===== config.mk =====
export PLATFORM = sky130hd
export DESIGN_NAME = clkout_divider_status
export DESIGN_NICKNAME = d
export VERILOG_FILES = /design/src/clkout_pkg.sv /design/src/clkout_divider_status.sv /design/src/rate_divider.sv
export SDC_FILE = /design/constraint.sdc
export NUM_CORES = 1
export LEC_CHECK = 0
export BUFFER_PORTS_ARGS = -buffer_cell sky130_fd_sc_hd__buf_2
export CORE_ASPECT_RATIO = 0.8
export CORE_UTILIZATION = 60
export CTS_BUF_LIST = sky130_fd_sc_hd__clkbuf_16
export CTS_CLUSTER_DIAMETER = 60
export DETAILED_ROUTE_END_ITERATION = 8
export PLACE_DENSITY = 0.85
export SLEW_MARGIN = 20
export SYNTH_ARGS = -nofsm -noshare
export SYNTH_HDL_FRONTEND = slang
export SYNTH_SLANG_ARGS = --single-unit

===== constraint.sdc =====
create_clock -name i_clk_sys -period 4.7 [get_ports i_clk_sys]
set_clock_uncertainty 0.1 [all_clocks]
set_input_delay 0.705 -clock i_clk_sys [delete_from_list [all_inputs] [get_ports i_clk_sys]]
set_output_delay 0.705 -clock i_clk_sys [all_outputs]
set_load 0.01 [all_outputs]

===== src/clkout_pkg.sv =====
// Constants shared by the clock-output divider and status register block.
package clkout_pkg;

  // ----------------------------------------------------------------------
  // Register offsets
  // ----------------------------------------------------------------------
  localparam logic [7:0] OFS_CLOCK_OUTPUT_SOURCE_DIVIDER = 8'h12;
  localparam logic [7:0] OFS_UNDERVOLTAGE_ANTENNA_TRIM   = 8'h13;
  localparam logic [7:0] OFS_ERROR_DETECTION_STATUS      = 8'h14;

  // ----------------------------------------------------------------------
  // Reset values
  // ----------------------------------------------------------------------
  localparam logic [7:0] RST_CLOCK_OUTPUT_SOURCE_DIVIDER = 8'h00;
  localparam logic [7:0] RST_UNDERVOLTAGE_ANTENNA_TRIM   = 8'h00;
  localparam logic [7:0] RST_ERROR_DETECTION_STATUS      = 8'h00;
  localparam logic [7:0] UNMAPPED_READ_VALUE             = 8'h00;

  // ----------------------------------------------------------------------
  // Field positions
  // ----------------------------------------------------------------------
  localparam int SRC_SEL_MSB   = 7;
  localparam int SRC_SEL_LSB   = 5;
  localparam int PRESCALE_MSB  = 4;
  localparam int PRESCALE_LSB  = 2;
  localparam int POSTDIV_MSB   = 1;
  localparam int POSTDIV_LSB   = 0;
  localparam int UV_THRESH_MSB = 6;
  localparam int UV_THRESH_LSB = 5;
  localparam int ANT_TRIM_MSB  = 4;
  localparam int ANT_TRIM_LSB  = 0;
  localparam int TX_COUNT_MSB  = 7;
  localparam int TX_COUNT_LSB  = 4;
  localparam int XTAL_OK_BIT   = 3;
  localparam int UV_FLAG_BIT   = 2;
  localparam int VCO_ERR_BIT   = 1;
  localparam int PLL_UNLK_BIT  = 0;

  // ----------------------------------------------------------------------
  // Clock source codes
  // ----------------------------------------------------------------------
  localparam logic [2:0] SRC_REF16      = 3'h0;
  localparam logic [2:0] SRC_PRESCALED  = 3'h1;
  localparam logic [2:0] SRC_DIV_LOW    = 3'h2;
  localparam logic [2:0] SRC_DIVN_HIGH  = 3'h3;
  localparam logic [2:0] SRC_PA_REF16   = 3'h4;
  localparam logic [2:0] SRC_PA_PRESC   = 3'h5;
  localparam logic [2:0] SRC_PA_DIV     = 3'h6;
  localparam logic [2:0] SRC_PA_DIVN    = 3'h7;

  // ----------------------------------------------------------------------
  // Timing counts
  // ----------------------------------------------------------------------
  // The reference/16 output toggles every half period of 16 reference cycles.
  localparam int         REF16_RATIO      = 16;
  localparam logic [2:0] REF16_HALF_LIMIT = 3'((REF16_RATIO / 2) - 1);

endpackage


===== src/clkout_divider_status.sv =====
// Clock-output source select and divider chain, trim register and status register.
`timescale 1ns/1ps
`default_nettype none
module clkout_divider_status (
  input  wire logic       i_clk_sys,                  // Reference clock, 125 MHz.
  input  wire logic       i_srst,                     // Synchronous reset, active high.
  input  wire logic [7:0] i_reg_addr,                 // Register offset.
  input  wire logic       i_reg_wr,                   // Write strobe, one cycle.
  input  wire logic [7:0] i_reg_wdata,                // Write data.
  input  wire logic       i_reg_rd,                   // Read strobe, one cycle.
  output logic      [7:0] o_reg_rdata,                // Read data, held until next read.
  output logic            o_reg_rvalid,               // Read data valid pulse.
  input  wire logic [7:0] i_compare_divider_setting,  // Compare divider setting.
  input  wire logic       i_power_amp_enabled,        // Amplifier enabled level.
  input  wire logic       i_tx_active_entry,          // Pulse on transmit-mode entry.
  input  wire logic       i_crystal_amplitude_ok,     // Crystal amplitude check level.
  input  wire logic       i_undervoltage_detect,      // Under-voltage event.
  input  wire logic       i_vco_calibration_error,    // VCO calibration error event.
  input  wire logic       i_pll_unlock,               // PLL loss-of-lock event.
  output logic      [1:0] o_undervoltage_threshold_select, // Threshold code.
  output logic      [4:0] o_antenna_cap_trim,         // Antenna capacitance code.
  output logic            o_clock_output_pin,         // Clock output pin level.
  output logic            o_clock_output_pin_oe_n     // Pin enable, low while driving.
);

  import clkout_pkg::*;

  // ----------------------------------------------------------------------
  // Register file
  // ----------------------------------------------------------------------
  logic [7:0] clock_output_source_divider;
  logic [7:0] undervoltage_antenna_trim;

  logic [2:0] clock_output_source_select;
  logic [2:0] prescale_ratio_select;
  logic [1:0] post_divider_ratio_select;

  logic       sel_src;
  logic       sel_trim;
  logic       sel_stat;
  logic       wr_src;
  logic       wr_trim;
  logic       rd_stat;

  assign sel_src  = (i_reg_addr == OFS_CLOCK_OUTPUT_SOURCE_DIVIDER);
  assign sel_trim = (i_reg_addr == OFS_UNDERVOLTAGE_ANTENNA_TRIM);
  assign sel_stat = (i_reg_addr == OFS_ERROR_DETECTION_STATUS);
  assign wr_src   = i_reg_wr && sel_src;
  assign wr_trim  = i_reg_wr && sel_trim;
  assign rd_stat  = i_reg_rd && sel_stat;

  assign clock_output_source_select = clock_output_source_divider[SRC_SEL_MSB:SRC_SEL_LSB];
  assign prescale_ratio_select      = clock_output_source_divider[PRESCALE_MSB:PRESCALE_LSB];
  assign post_divider_ratio_select  = clock_output_source_divider[POSTDIV_MSB:POSTDIV_LSB];

  always_ff @(posedge i_clk_sys) begin
    if (i_srst) begin
      clock_output_source_divider <= RST_CLOCK_OUTPUT_SOURCE_DIVIDER;
    end else if (wr_src) begin
      clock_output_source_divider <= i_reg_wdata;
    end
  end

  // Bit 7 of the trim register is unused and always reads zero.
  always_ff @(posedge i_clk_sys) begin
    if (i_srst) begin
      undervoltage_antenna_trim <= RST_UNDERVOLTAGE_ANTENNA_TRIM;
    end else if (wr_trim) begin
      undervoltage_antenna_trim <= {1'b0, i_reg_wdata[6:0]};
    end
  end

  assign o_undervoltage_threshold_select = undervoltage_antenna_trim[UV_THRESH_MSB:UV_THRESH_LSB];
  assign o_antenna_cap_trim              = undervoltage_antenna_trim[ANT_TRIM_MSB:ANT_TRIM_LSB];

  // ----------------------------------------------------------------------
  // Status register
  // ----------------------------------------------------------------------
  logic [3:0] transmit_entry_count;
  logic       undervoltage_flag;
  logic       vco_calibration_error_flag;
  logic       pll_unlock_flag;
  logic [3:0] count_base;
  logic [3:0] next_transmit_entry_count;
  logic       next_undervoltage_flag;
  logic       next_vco_calibration_error_flag;
  logic       next_pll_unlock_flag;
  logic [7:0] status_view;

  // A read clears every sticky field, but an event in the same cycle as the
  // read survives it, so nothing is lost between the read and the clear.
  assign count_base = rd_stat ? 4'h0 : transmit_entry_count;
  // The four-bit sum drops its carry, so the count wraps from 15 to 0.
  assign next_transmit_entry_count = i_tx_active_entry ? 4'(count_base + 4'h1)
                                                       : count_base;
  assign next_undervoltage_flag          = (undervoltage_flag && !rd_stat)
                                           || i_undervoltage_detect;
  assign next_vco_calibration_error_flag = (vco_calibration_error_flag && !rd_stat)
                                           || i_vco_calibration_error;
  assign next_pll_unlock_flag            = (pll_unlock_flag && !rd_stat)
                                           || i_pll_unlock;

  always_ff @(posedge i_clk_sys) begin
    if (i_srst) begin
      transmit_entry_count       <= RST_ERROR_DETECTION_STATUS[TX_COUNT_MSB:TX_COUNT_LSB];
      undervoltage_flag          <= RST_ERROR_DETECTION_STATUS[UV_FLAG_BIT];
      vco_calibration_error_flag <= RST_ERROR_DETECTION_STATUS[VCO_ERR_BIT];
      pll_unlock_flag            <= RST_ERROR_DETECTION_STATUS[PLL_UNLK_BIT];
    end else begin
      transmit_entry_count       <= next_transmit_entry_count;
      undervoltage_flag          <= next_undervoltage_flag;
      vco_calibration_error_flag <= next_vco_calibration_error_flag;
      pll_unlock_flag            <= next_pll_unlock_flag;
    end
  end

  // The crystal check is a live level; it is not sticky and a read leaves it.
  assign status_view = {transmit_entry_count,
                        i_crystal_amplitude_ok,
                        undervoltage_flag,
                        vco_calibration_error_flag,
                        pll_unlock_flag};

  // ----------------------------------------------------------------------
  // Read port
  // ----------------------------------------------------------------------
  logic [7:0] next_reg_rdata;

  assign next_reg_rdata = sel_src  ? clock_output_source_divider :
                          sel_trim ? undervoltage_antenna_trim   :
                          sel_stat ? status_view                 :
                                     UNMAPPED_READ_VALUE;

  always_ff @(posedge i_clk_sys) begin
    if (i_srst) begin
      o_reg_rdata  <= UNMAPPED_READ_VALUE;
      o_reg_rvalid <= 1'b0;
    end else begin
      o_reg_rvalid <= i_reg_rd;
      if (i_reg_rd) begin
        o_reg_rdata <= next_reg_rdata;
      end
    end
  end

  // ----------------------------------------------------------------------
  // Divider chain
  // ----------------------------------------------------------------------
  // Each stage passes enable pulses; the pin clocks toggle on them, so a
  // stage pulsing every N cycles yields a square wave of period 2N cycles.
  // That keeps every pin clock a clean flop output at the cost of a fixed
  // extra factor of two against the stage ratio.
  logic       ref16_tick;
  logic       presc_tick;
  logic       cmp_tick;
  logic       div_tick;
  logic [6:0] presc_limit;
  logic [2:0] post_limit;

  assign presc_limit = 7'((8'h01 << prescale_ratio_select) - 8'h01);
  assign post_limit  = 3'((4'h1 << post_divider_ratio_select) - 4'h1);

  rate_divider #(.W(3)) u_ref16 (
    .i_clk_sys (i_clk_sys),
    .i_srst    (i_srst),
    .i_tick    (1'b1),
    .i_limit   (REF16_HALF_LIMIT),
    .o_tick    (ref16_tick)
  );

  rate_divider #(.W(7)) u_prescale (
    .i_clk_sys (i_clk_sys),
    .i_srst    (i_srst),
    .i_tick    (1'b1),
    .i_limit   (presc_limit),
    .o_tick    (presc_tick)
  );

  rate_divider #(.W(8)) u_compare (
    .i_clk_sys (i_clk_sys),
    .i_srst    (i_srst),
    .i_tick    (presc_tick),
    .i_limit   (i_compare_divider_setting),
    .o_tick    (cmp_tick)
  );

  rate_divider #(.W(3)) u_postdiv (
    .i_clk_sys (i_clk_sys),
    .i_srst    (i_srst),
    .i_tick    (cmp_tick),
    .i_limit   (post_limit),
    .o_tick    (div_tick)
  );

  logic ref16_clk;
  logic presc_clk;
  logic div_clk;

  always_ff @(posedge i_clk_sys) begin
    if (i_srst) begin
      ref16_clk <= 1'b0;
      presc_clk <= 1'b0;
      div_clk   <= 1'b0;
    end else begin
      ref16_clk <= ref16_clk ^ ref16_tick;
      presc_clk <= presc_clk ^ presc_tick;
      div_clk   <= div_clk ^ div_tick;
    end
  end

  // ----------------------------------------------------------------------
  // Output source select
  // ----------------------------------------------------------------------
  logic next_pin;
  logic next_pin_oe_n;

  always_comb begin
    next_pin      = 1'b0;
    next_pin_oe_n = 1'b0;
    unique case (clock_output_source_select)
      SRC_REF16: begin
        next_pin = ref16_clk;
      end
      SRC_PRESCALED: begin
        next_pin = presc_clk;
      end
      SRC_DIV_LOW: begin
        next_pin = i_power_amp_enabled ? div_clk : 1'b0;
      end
      SRC_DIVN_HIGH: begin
        next_pin = i_power_amp_enabled ? ~div_clk : 1'b1;
      end
      SRC_PA_REF16: begin
        next_pin      = ref16_clk;
        next_pin_oe_n = !i_power_amp_enabled;
      end
      SRC_PA_PRESC: begin
        next_pin      = presc_clk;
        next_pin_oe_n = !i_power_amp_enabled;
      end
      SRC_PA_DIV: begin
        next_pin      = div_clk;
        next_pin_oe_n = !i_power_amp_enabled;
      end
      SRC_PA_DIVN: begin
        next_pin      = ~div_clk;
        next_pin_oe_n = !i_power_amp_enabled;
      end
    endcase
  end

  // A last flop on the pin keeps the select mux from glitching onto it.
  always_ff @(posedge i_clk_sys) begin
    if (i_srst) begin
      o_clock_output_pin      <= 1'b0;
      o_clock_output_pin_oe_n <= 1'b0;
    end else begin
      o_clock_output_pin      <= next_pin;
      o_clock_output_pin_oe_n <= next_pin_oe_n;
    end
  end

endmodule
`default_nettype wire


===== src/rate_divider.sv =====
// Enable-pulse divider: passes one input tick out of every limit+1.
`timescale 1ns/1ps
`default_nettype none
module rate_divider #(
  parameter int W = 8
) (
  input  wire logic         i_clk_sys,  // Reference clock.
  input  wire logic         i_srst,     // Synchronous reset, active high.
  input  wire logic         i_tick,     // Input enable pulse.
  input  wire logic [W-1:0] i_limit,    // Terminal count, ratio is limit+1.
  output logic              o_tick      // Output enable pulse.
);

  logic [W-1:0] count;
  logic         at_limit;
  logic [W-1:0] next_count;

  // Greater-or-equal lets a smaller limit written mid-count take effect
  // at once instead of waiting for the counter to wrap.
  assign at_limit   = (count >= i_limit);
  assign o_tick     = i_tick && at_limit;
  assign next_count = at_limit ? '0 : W'(count + 1'b1);

  always_ff @(posedge i_clk_sys) begin
    if (i_srst) begin
      count <= '0;
    end else if (i_tick) begin
      count <= next_count;
    end
  end

endmodule
`default_nettype wire

; After elaboration in Yosys (flattened, before gate mapping)
; Cells that the tools add are included.
; Widths: inputs -> output; s select.
[classes]
n_addsub = 7
n_lt_le_gt_ge = 4
n_eq_ne = 10
n_shift = 2
n_mux = 10
bitwise = 5
n_reduce_logical = 20
[ops]
columns = operator, n
row1 = $mux 8, 4
row2 = $eq 8x5->1 const B, 3
row3 = $eq 3x3->1 const B, 4
row4 = $reduce_or 2->1, 5
row5 = $add 8x1->8 const B, 1
row6 = $ge 8x8->1, 1
row7 = $logic_and 1x1->1, 8
row8 = $mux 4, 2
row9 = $add 7x1->7 const B, 1
row10 = $ge 7x7->1, 1
row11 = $shl 1x3->7 const A, 1
row12 = $sub 7x1->7 const B, 1
row13 = $add 3x1->3 const B, 2
row14 = $eq 3x2->1 const B, 2
row15 = $pmux 1 s6, 1
row16 = $add 4x1->4 const B, 1
row17 = $reduce_or 4->1, 1
row18 = $eq 3x1->1 const B, 1
row19 = $ge 3x3->1, 1
row20 = $ge 3x3->1 const B, 1
row21 = $logic_not 3->1, 1
row22 = $logic_or 1x1->1, 3
row23 = $mux 3, 1
row24 = $shl 1x2->3 const A, 1
row25 = other kinds (5), 10
[word_totals]
register_bits = 57
input_bits = 34
word_cells = 75

; Longest topological paths before layout
[logic_depth]
word_depth = 6
mapped_depth = 10
ltp_nobuf = 8

; Cells and area by module
; A second synthesis with hierarchy kept.
[hier_totals]
cells_unflattened = 374
hier_area_um2 = 3364.5
[by_module_without_submodules]
columns = mod, instances, cells_each, area_per_inst_um2, seq_area_each_um2
row1 = clkout_divider_status, 1, 201, 1806.7, 720.7
row2 = rate_divider (u_compare), 1, 62, 585.6, 160.2
row3 = rate_divider (u_prescale), 1, 59, 509.2, 140.1
row4 = rate_divider (u_postdiv ...), 2, 26, 231.5, 60.1

; Worst setup path after synthesis
; No wires, ideal clock.
[synth_timing]
path_type = in2reg
from = input port i_compare_divider_setting[7]
to = register u_postdiv.count[2]
setup_time_ns = 0.117
arrival_ns = 2.118
required_ns = 4.483
setup_slack_ns = 2.365
path_stages = 8
path_buffers = 0
path_cell_list = inv_1 > ha_1 > nand2_1 > nor3_1 > a21oi_2 > a311oi_4 > o21ai_1 > a32o_1
[synth_between]
elab_chain_cells = 2
[synth_lines]
columns = item, line
row1 = from (decl), clkout_divider_status.sv:13  ; input wire logic [7:0] i_compare_divider_setting,
row2 = $ge 8x8->1, rate_divider.sv:20  ; assign at_limit = (count >= i_limit);
row3 = $logic_and 1x1->1, rate_divider.sv:21  ; assign o_tick = i_tick && at_limit;
row4 = to (signal assigned), rate_divider.sv:28  ; count <= next_count;
row5 = to (decl), rate_divider.sv:14  ; logic [W-1:0] count;
; No other way between the ends.
; A chain may end at the register's enable or synchronous reset.

; Final worst setup path
[layout_timing]
from = register clock_output_source_divider[3]
to = register u_compare.count[0]
[layout_between]
elab_chain_cells = 3
[layout_lines]
columns = item, line
row1 = from (decl), clkout_divider_status.sv:31  ; logic [7:0] clock_output_source_divider;
row2 = from (signal assigned), clkout_divider_status.sv:60  ; clock_output_source_divider <= i_reg_wdata;
row3 = $shl 1x3->7, clkout_divider_status.sv:160  ; assign presc_limit = 7'((8'h01 << prescale_ratio_select) - 8'h01);
row4 = $sub 7x1->7, clkout_divider_status.sv:160
row5 = $ge 7x7->1, rate_divider.sv:20
row6 = to (signal assigned), rate_divider.sv:28
row7 = to (decl), rate_divider.sv:14
; No other way between the ends.

==> results_dict.tcl <==
set metrics [dict create \
    outcome "finished clean" \
    pre_cts_ws_ps 2108 \
    path_class "register to register" \
    synth-edff-count 0 \
    path_max_fanout 8 \
    worst_pin_slew_ps 785.7 \
    leakage_nw 1.512 \
    power_mw 1.210 \
    overflow 0 \
    initial_core_util_pct 62.82 \
    crit_family "simple AND/OR/NAND/NOR gates" \
    port_buffers 51 \
    postCtsSetupBuffers 0 \
    p_int_mw 0.9311 \
    holdBufCountCts 0 \
    syn_to_final_growth_pct 20.23 \
    powerDensity_mw_per_mm2 348.4 \
    tns_ps 0 \
    synth_compound_area_share_pct 15.86 \
    switchingPower_mw 0.2785 \
    critPathRequiredTime_ps 4840 \
    nets 450 \
    pwr-share-comb_pct 5.6 \
    antenna_cells 0 \
    firstDrtPassIters 5 \
    place_congestion 0.8434 \
    synth_area_leaders "dfxtp_1 40%, ha_1 10%, a21oi_1 5.5%" \
    synthesis.area_mm2 0.002888 \
    wire_per_inst_um 14.27 \
    r2r-start "clock_output_source_divider[3]" \
    ys_types 43 \
    syn_nets 398 \
    power.clock.fraction_pct 52.9 \
    ys_warn_count 0 \
    stdcell_count 457 \
    antenna_left 0 \
    worst_path_largest_cell_delay_ps 380 \
    drt_iter0_markers 218 \
    r2r_cells 8 \
    place_inst 441 \
    arrival_ps 2650 \
    utilization_pct 75.53 \
    drc 0 \
    vias 2623 \
    fmax_ghz 0.3983 \
    worst_slack_ps 2189 \
    wl_um 6521 \
    via_per_inst 5.740 \
    slowest_stage "dfxtp_1" \
    synthArstFlopShare_pct 0 \
    synth_top_family_by_area "simple AND/OR/NAND/NOR gates" \
    globalRouteTotalUtil_pct 28.06 \
    numCtsBuffers 9 \
    hold_violations 0 \
    drv_slew 0 \
    hold_depth 2 \
    startpoint_type "register" \
    p_seq_share_pct 41.5 \
    drive_above_1_share_pct 18.89 \
    hp-start "o_reg_rdata[2]" \
    rsz0062_at_grt "false" \
    synthesis.instances 340 \
    htreeDepth 3 \
    num_rows 22 \
    io_pins 52 \
    hold_class "register to register" \
    dp_hpwl_um 4458 \
    muxShareOfSynthArea_pct 5.199 \
    synthSimpleGateAreaFrac_pct 21.14 \
    r2r-end "u_compare.count[0]" \
    ys_ff_latch 57 \
    crit_path_cell_trace "or3_1 > ha_1 > nor2b_1 > o21ai_0 > nand4_1 > a31oi_1 > nand2_1 > o31ai_1" \
    clock_latency_ps 330 \
    clkSinkCount 57 \
    final_area_mm2 0.003472 \
    p_sw_share_pct 23.02 \
    vdd_drop_max_mv 0.3237 \
    die_w_um 79.57 \
    syn_avg_cell_area_um2 8.493 \
    die_y_um 64.05 \
    synth-adder-area-share_pct 10.40 \
    rrSetupSlack_ps 2190 \
    synth_flop_cell "dfxtp_1" \
    setup_viol 0 \
    design.die.area_mm2 0.005096 \
    yosysTopAreaCell "dfxtp_1" \
    path_clk_slew_ps 50 \
    clock-root-buffer "clkbuf_16" \
    grt_first_pass_wirelength_um 10920 \
    ys_seq_area_share_pct 39.51 \
    drv_cap 0 \
    grt_start_max_net_pins 53 \
    post-route-period-util_pct 53.42 \
    cts_buffer_depth 2 \
    post-route-min-period_ps 2511 \
    post_cts_resized 0 \
    cts_tree "done" \
    fillers 352 \
    synthXorXnorAreaFrac_pct 3.033 \
    multi_input_area_mm2 0.001607 \
    timing.hold.ws_ps 367.6 \
    core_mm2 0.004597 \
    crit_buf_inv 0 \
    whs_endpoint "o_reg_rdata[2]" \
    placed_cell_area_mm2 0.003176 \
    end_kind "register" \
    seq_area_mm2 0.001141 \
    synth.top_cell.area_share_pct 39.51 \
    grt_pass1_vias 2378 \
    antenna_found_initial 0 \
    relSlewSlack_pct 47.50 \
]
layout make-up:
type	count	share of cell area (%)
Multi-Input combinational cell	248	46.27
Sequential cell	57	32.86
Timing Repair Buffer	52	7.568
Clock buffer	9	6.486
Inverter	24	2.595
Tap cell	60	2.162
Clock inverter	7	2.054
power by group through the flow:
stage | combinational (mW) | clock, mW | sequential, mW
3_5_place_dp | 0.0654 | 0 | 0.512
4_1_cts | 0.0667 | 0.643 | 0.502
5_1_grt | 0.0777 | 0.670 | 0.503
3_3_place_gp | 0.0634 | 0 | 0.511
6_report | 0.0674 | 0.640 | 0.502
2_1_floorplan | 0.0402 | 0 | 0.510
logic make-up (layout without fill, tap and decap cells):
| group | count (synthesis) | in the layout |
|---|---|---|
| compound gates | 75 | 75 |
| mux | 15 | 15 |
| xor+xnor | 10 | 10 |
| flops | 57 | 57 |
| fa+ha+maj | 24 | 24 |
| simple gates | 124 | 124 |
| buf+inv | 35 | 92 |
worst max path at each step:
stage                                   start            endpoint  cells after the start  slack [ps]
2_1_floorplan    i_compare_divider_setting[7]  u_postdiv.count[2]                      8        2360
3_3_place_gp     i_compare_divider_setting[7]  u_postdiv.count[2]                      9        2170
3_5_place_dp     i_compare_divider_setting[7]  u_postdiv.count[2]                      9        2110
4_1_cts        clock_output_source_divider[3]  u_compare.count[0]                      8        2200
5_1_grt        clock_output_source_divider[3]  u_compare.count[0]                      8        1940
6_report       clock_output_source_divider[3]  u_compare.count[0]                      8        2190
tightest hold or removal path, delay by kind of cell (launching register included):
| family | cells | cell delay (ps) |
|---|---|---|
| DFF | 1 | 300 |
| AOI/OAI and AO/OA | 1 | 50 |
| and+or+nand+nor | 1 | 60 |
state kept, by name, summed over array words and instances, names as in the netlist:
| register | count |
|---|---|
| clock_output_source_divider | 8 |
| div_clk | 1 |
| o_clock_output_pin | 1 |
| o_clock_output_pin_oe_n | 1 |
| o_reg_rdata | 8 |
| o_reg_rvalid | 1 |
| pll_unlock_flag | 1 |
| presc_clk | 1 |
| ref16_clk | 1 |
| transmit_entry_count | 4 |
| u_compare.count | 8 |
| u_postdiv.count | 3 |
| u_prescale.count | 7 |
| u_ref16.count | 3 |
| undervoltage_antenna_trim | 7 |
| undervoltage_flag | 1 |
| vco_calibration_error_flag | 1 |
placed cells by master (no fill, tap or decap), types with 3 or more instances in the layout:
cell type	Yosys	final
nand4_1	4	4
and3_1	7	7
a21oi_1	32	32
nor2b_1	5	5
o32ai_1	6	6
nand2b_1	10	10
o21ai_0	21	21
nor3b_1	3	3
nor3_1	4	4
nand3_1	17	17
xnor2_1	8	8
clkbuf_16	0	9
inv_1	23	23
clkinvlp_4	0	3
nand2_1	25	25
dfxtp_1	57	57
buf_2	1	51
nor2_1	39	39
mux2i_1	15	15
ha_1	24	24
routing by layer:
| metal | track usage [%] | part of all wire (%) |
|---|---|---|
| met1 | 37.08 | 48 |
| met5 | 0 | 0 |
| met2 | 42.95 | 44 |
| met4 | 8.864 | 2.5 |
| met3 | 9.286 | 5.9 |
Yosys cell counts (all sizes together) (2+ instances only):
cell,n
inv,23
nor3b,3
o31ai,2
a21oi,33
buf,4
nor2b,5
xor2,2
nand4,5
xnor2,8
and2,2
o21ai,23
nor2,39
nand2b,10
nand3,17
nor3,4
clkbuf,7
o32ai,6
dfxtp,57
nand2,25
ha,24
mux2i,15
and3,7
a211oi,2
or3,2
a31oi,2
No activity file was read; power rests on OpenSTA's default activity.
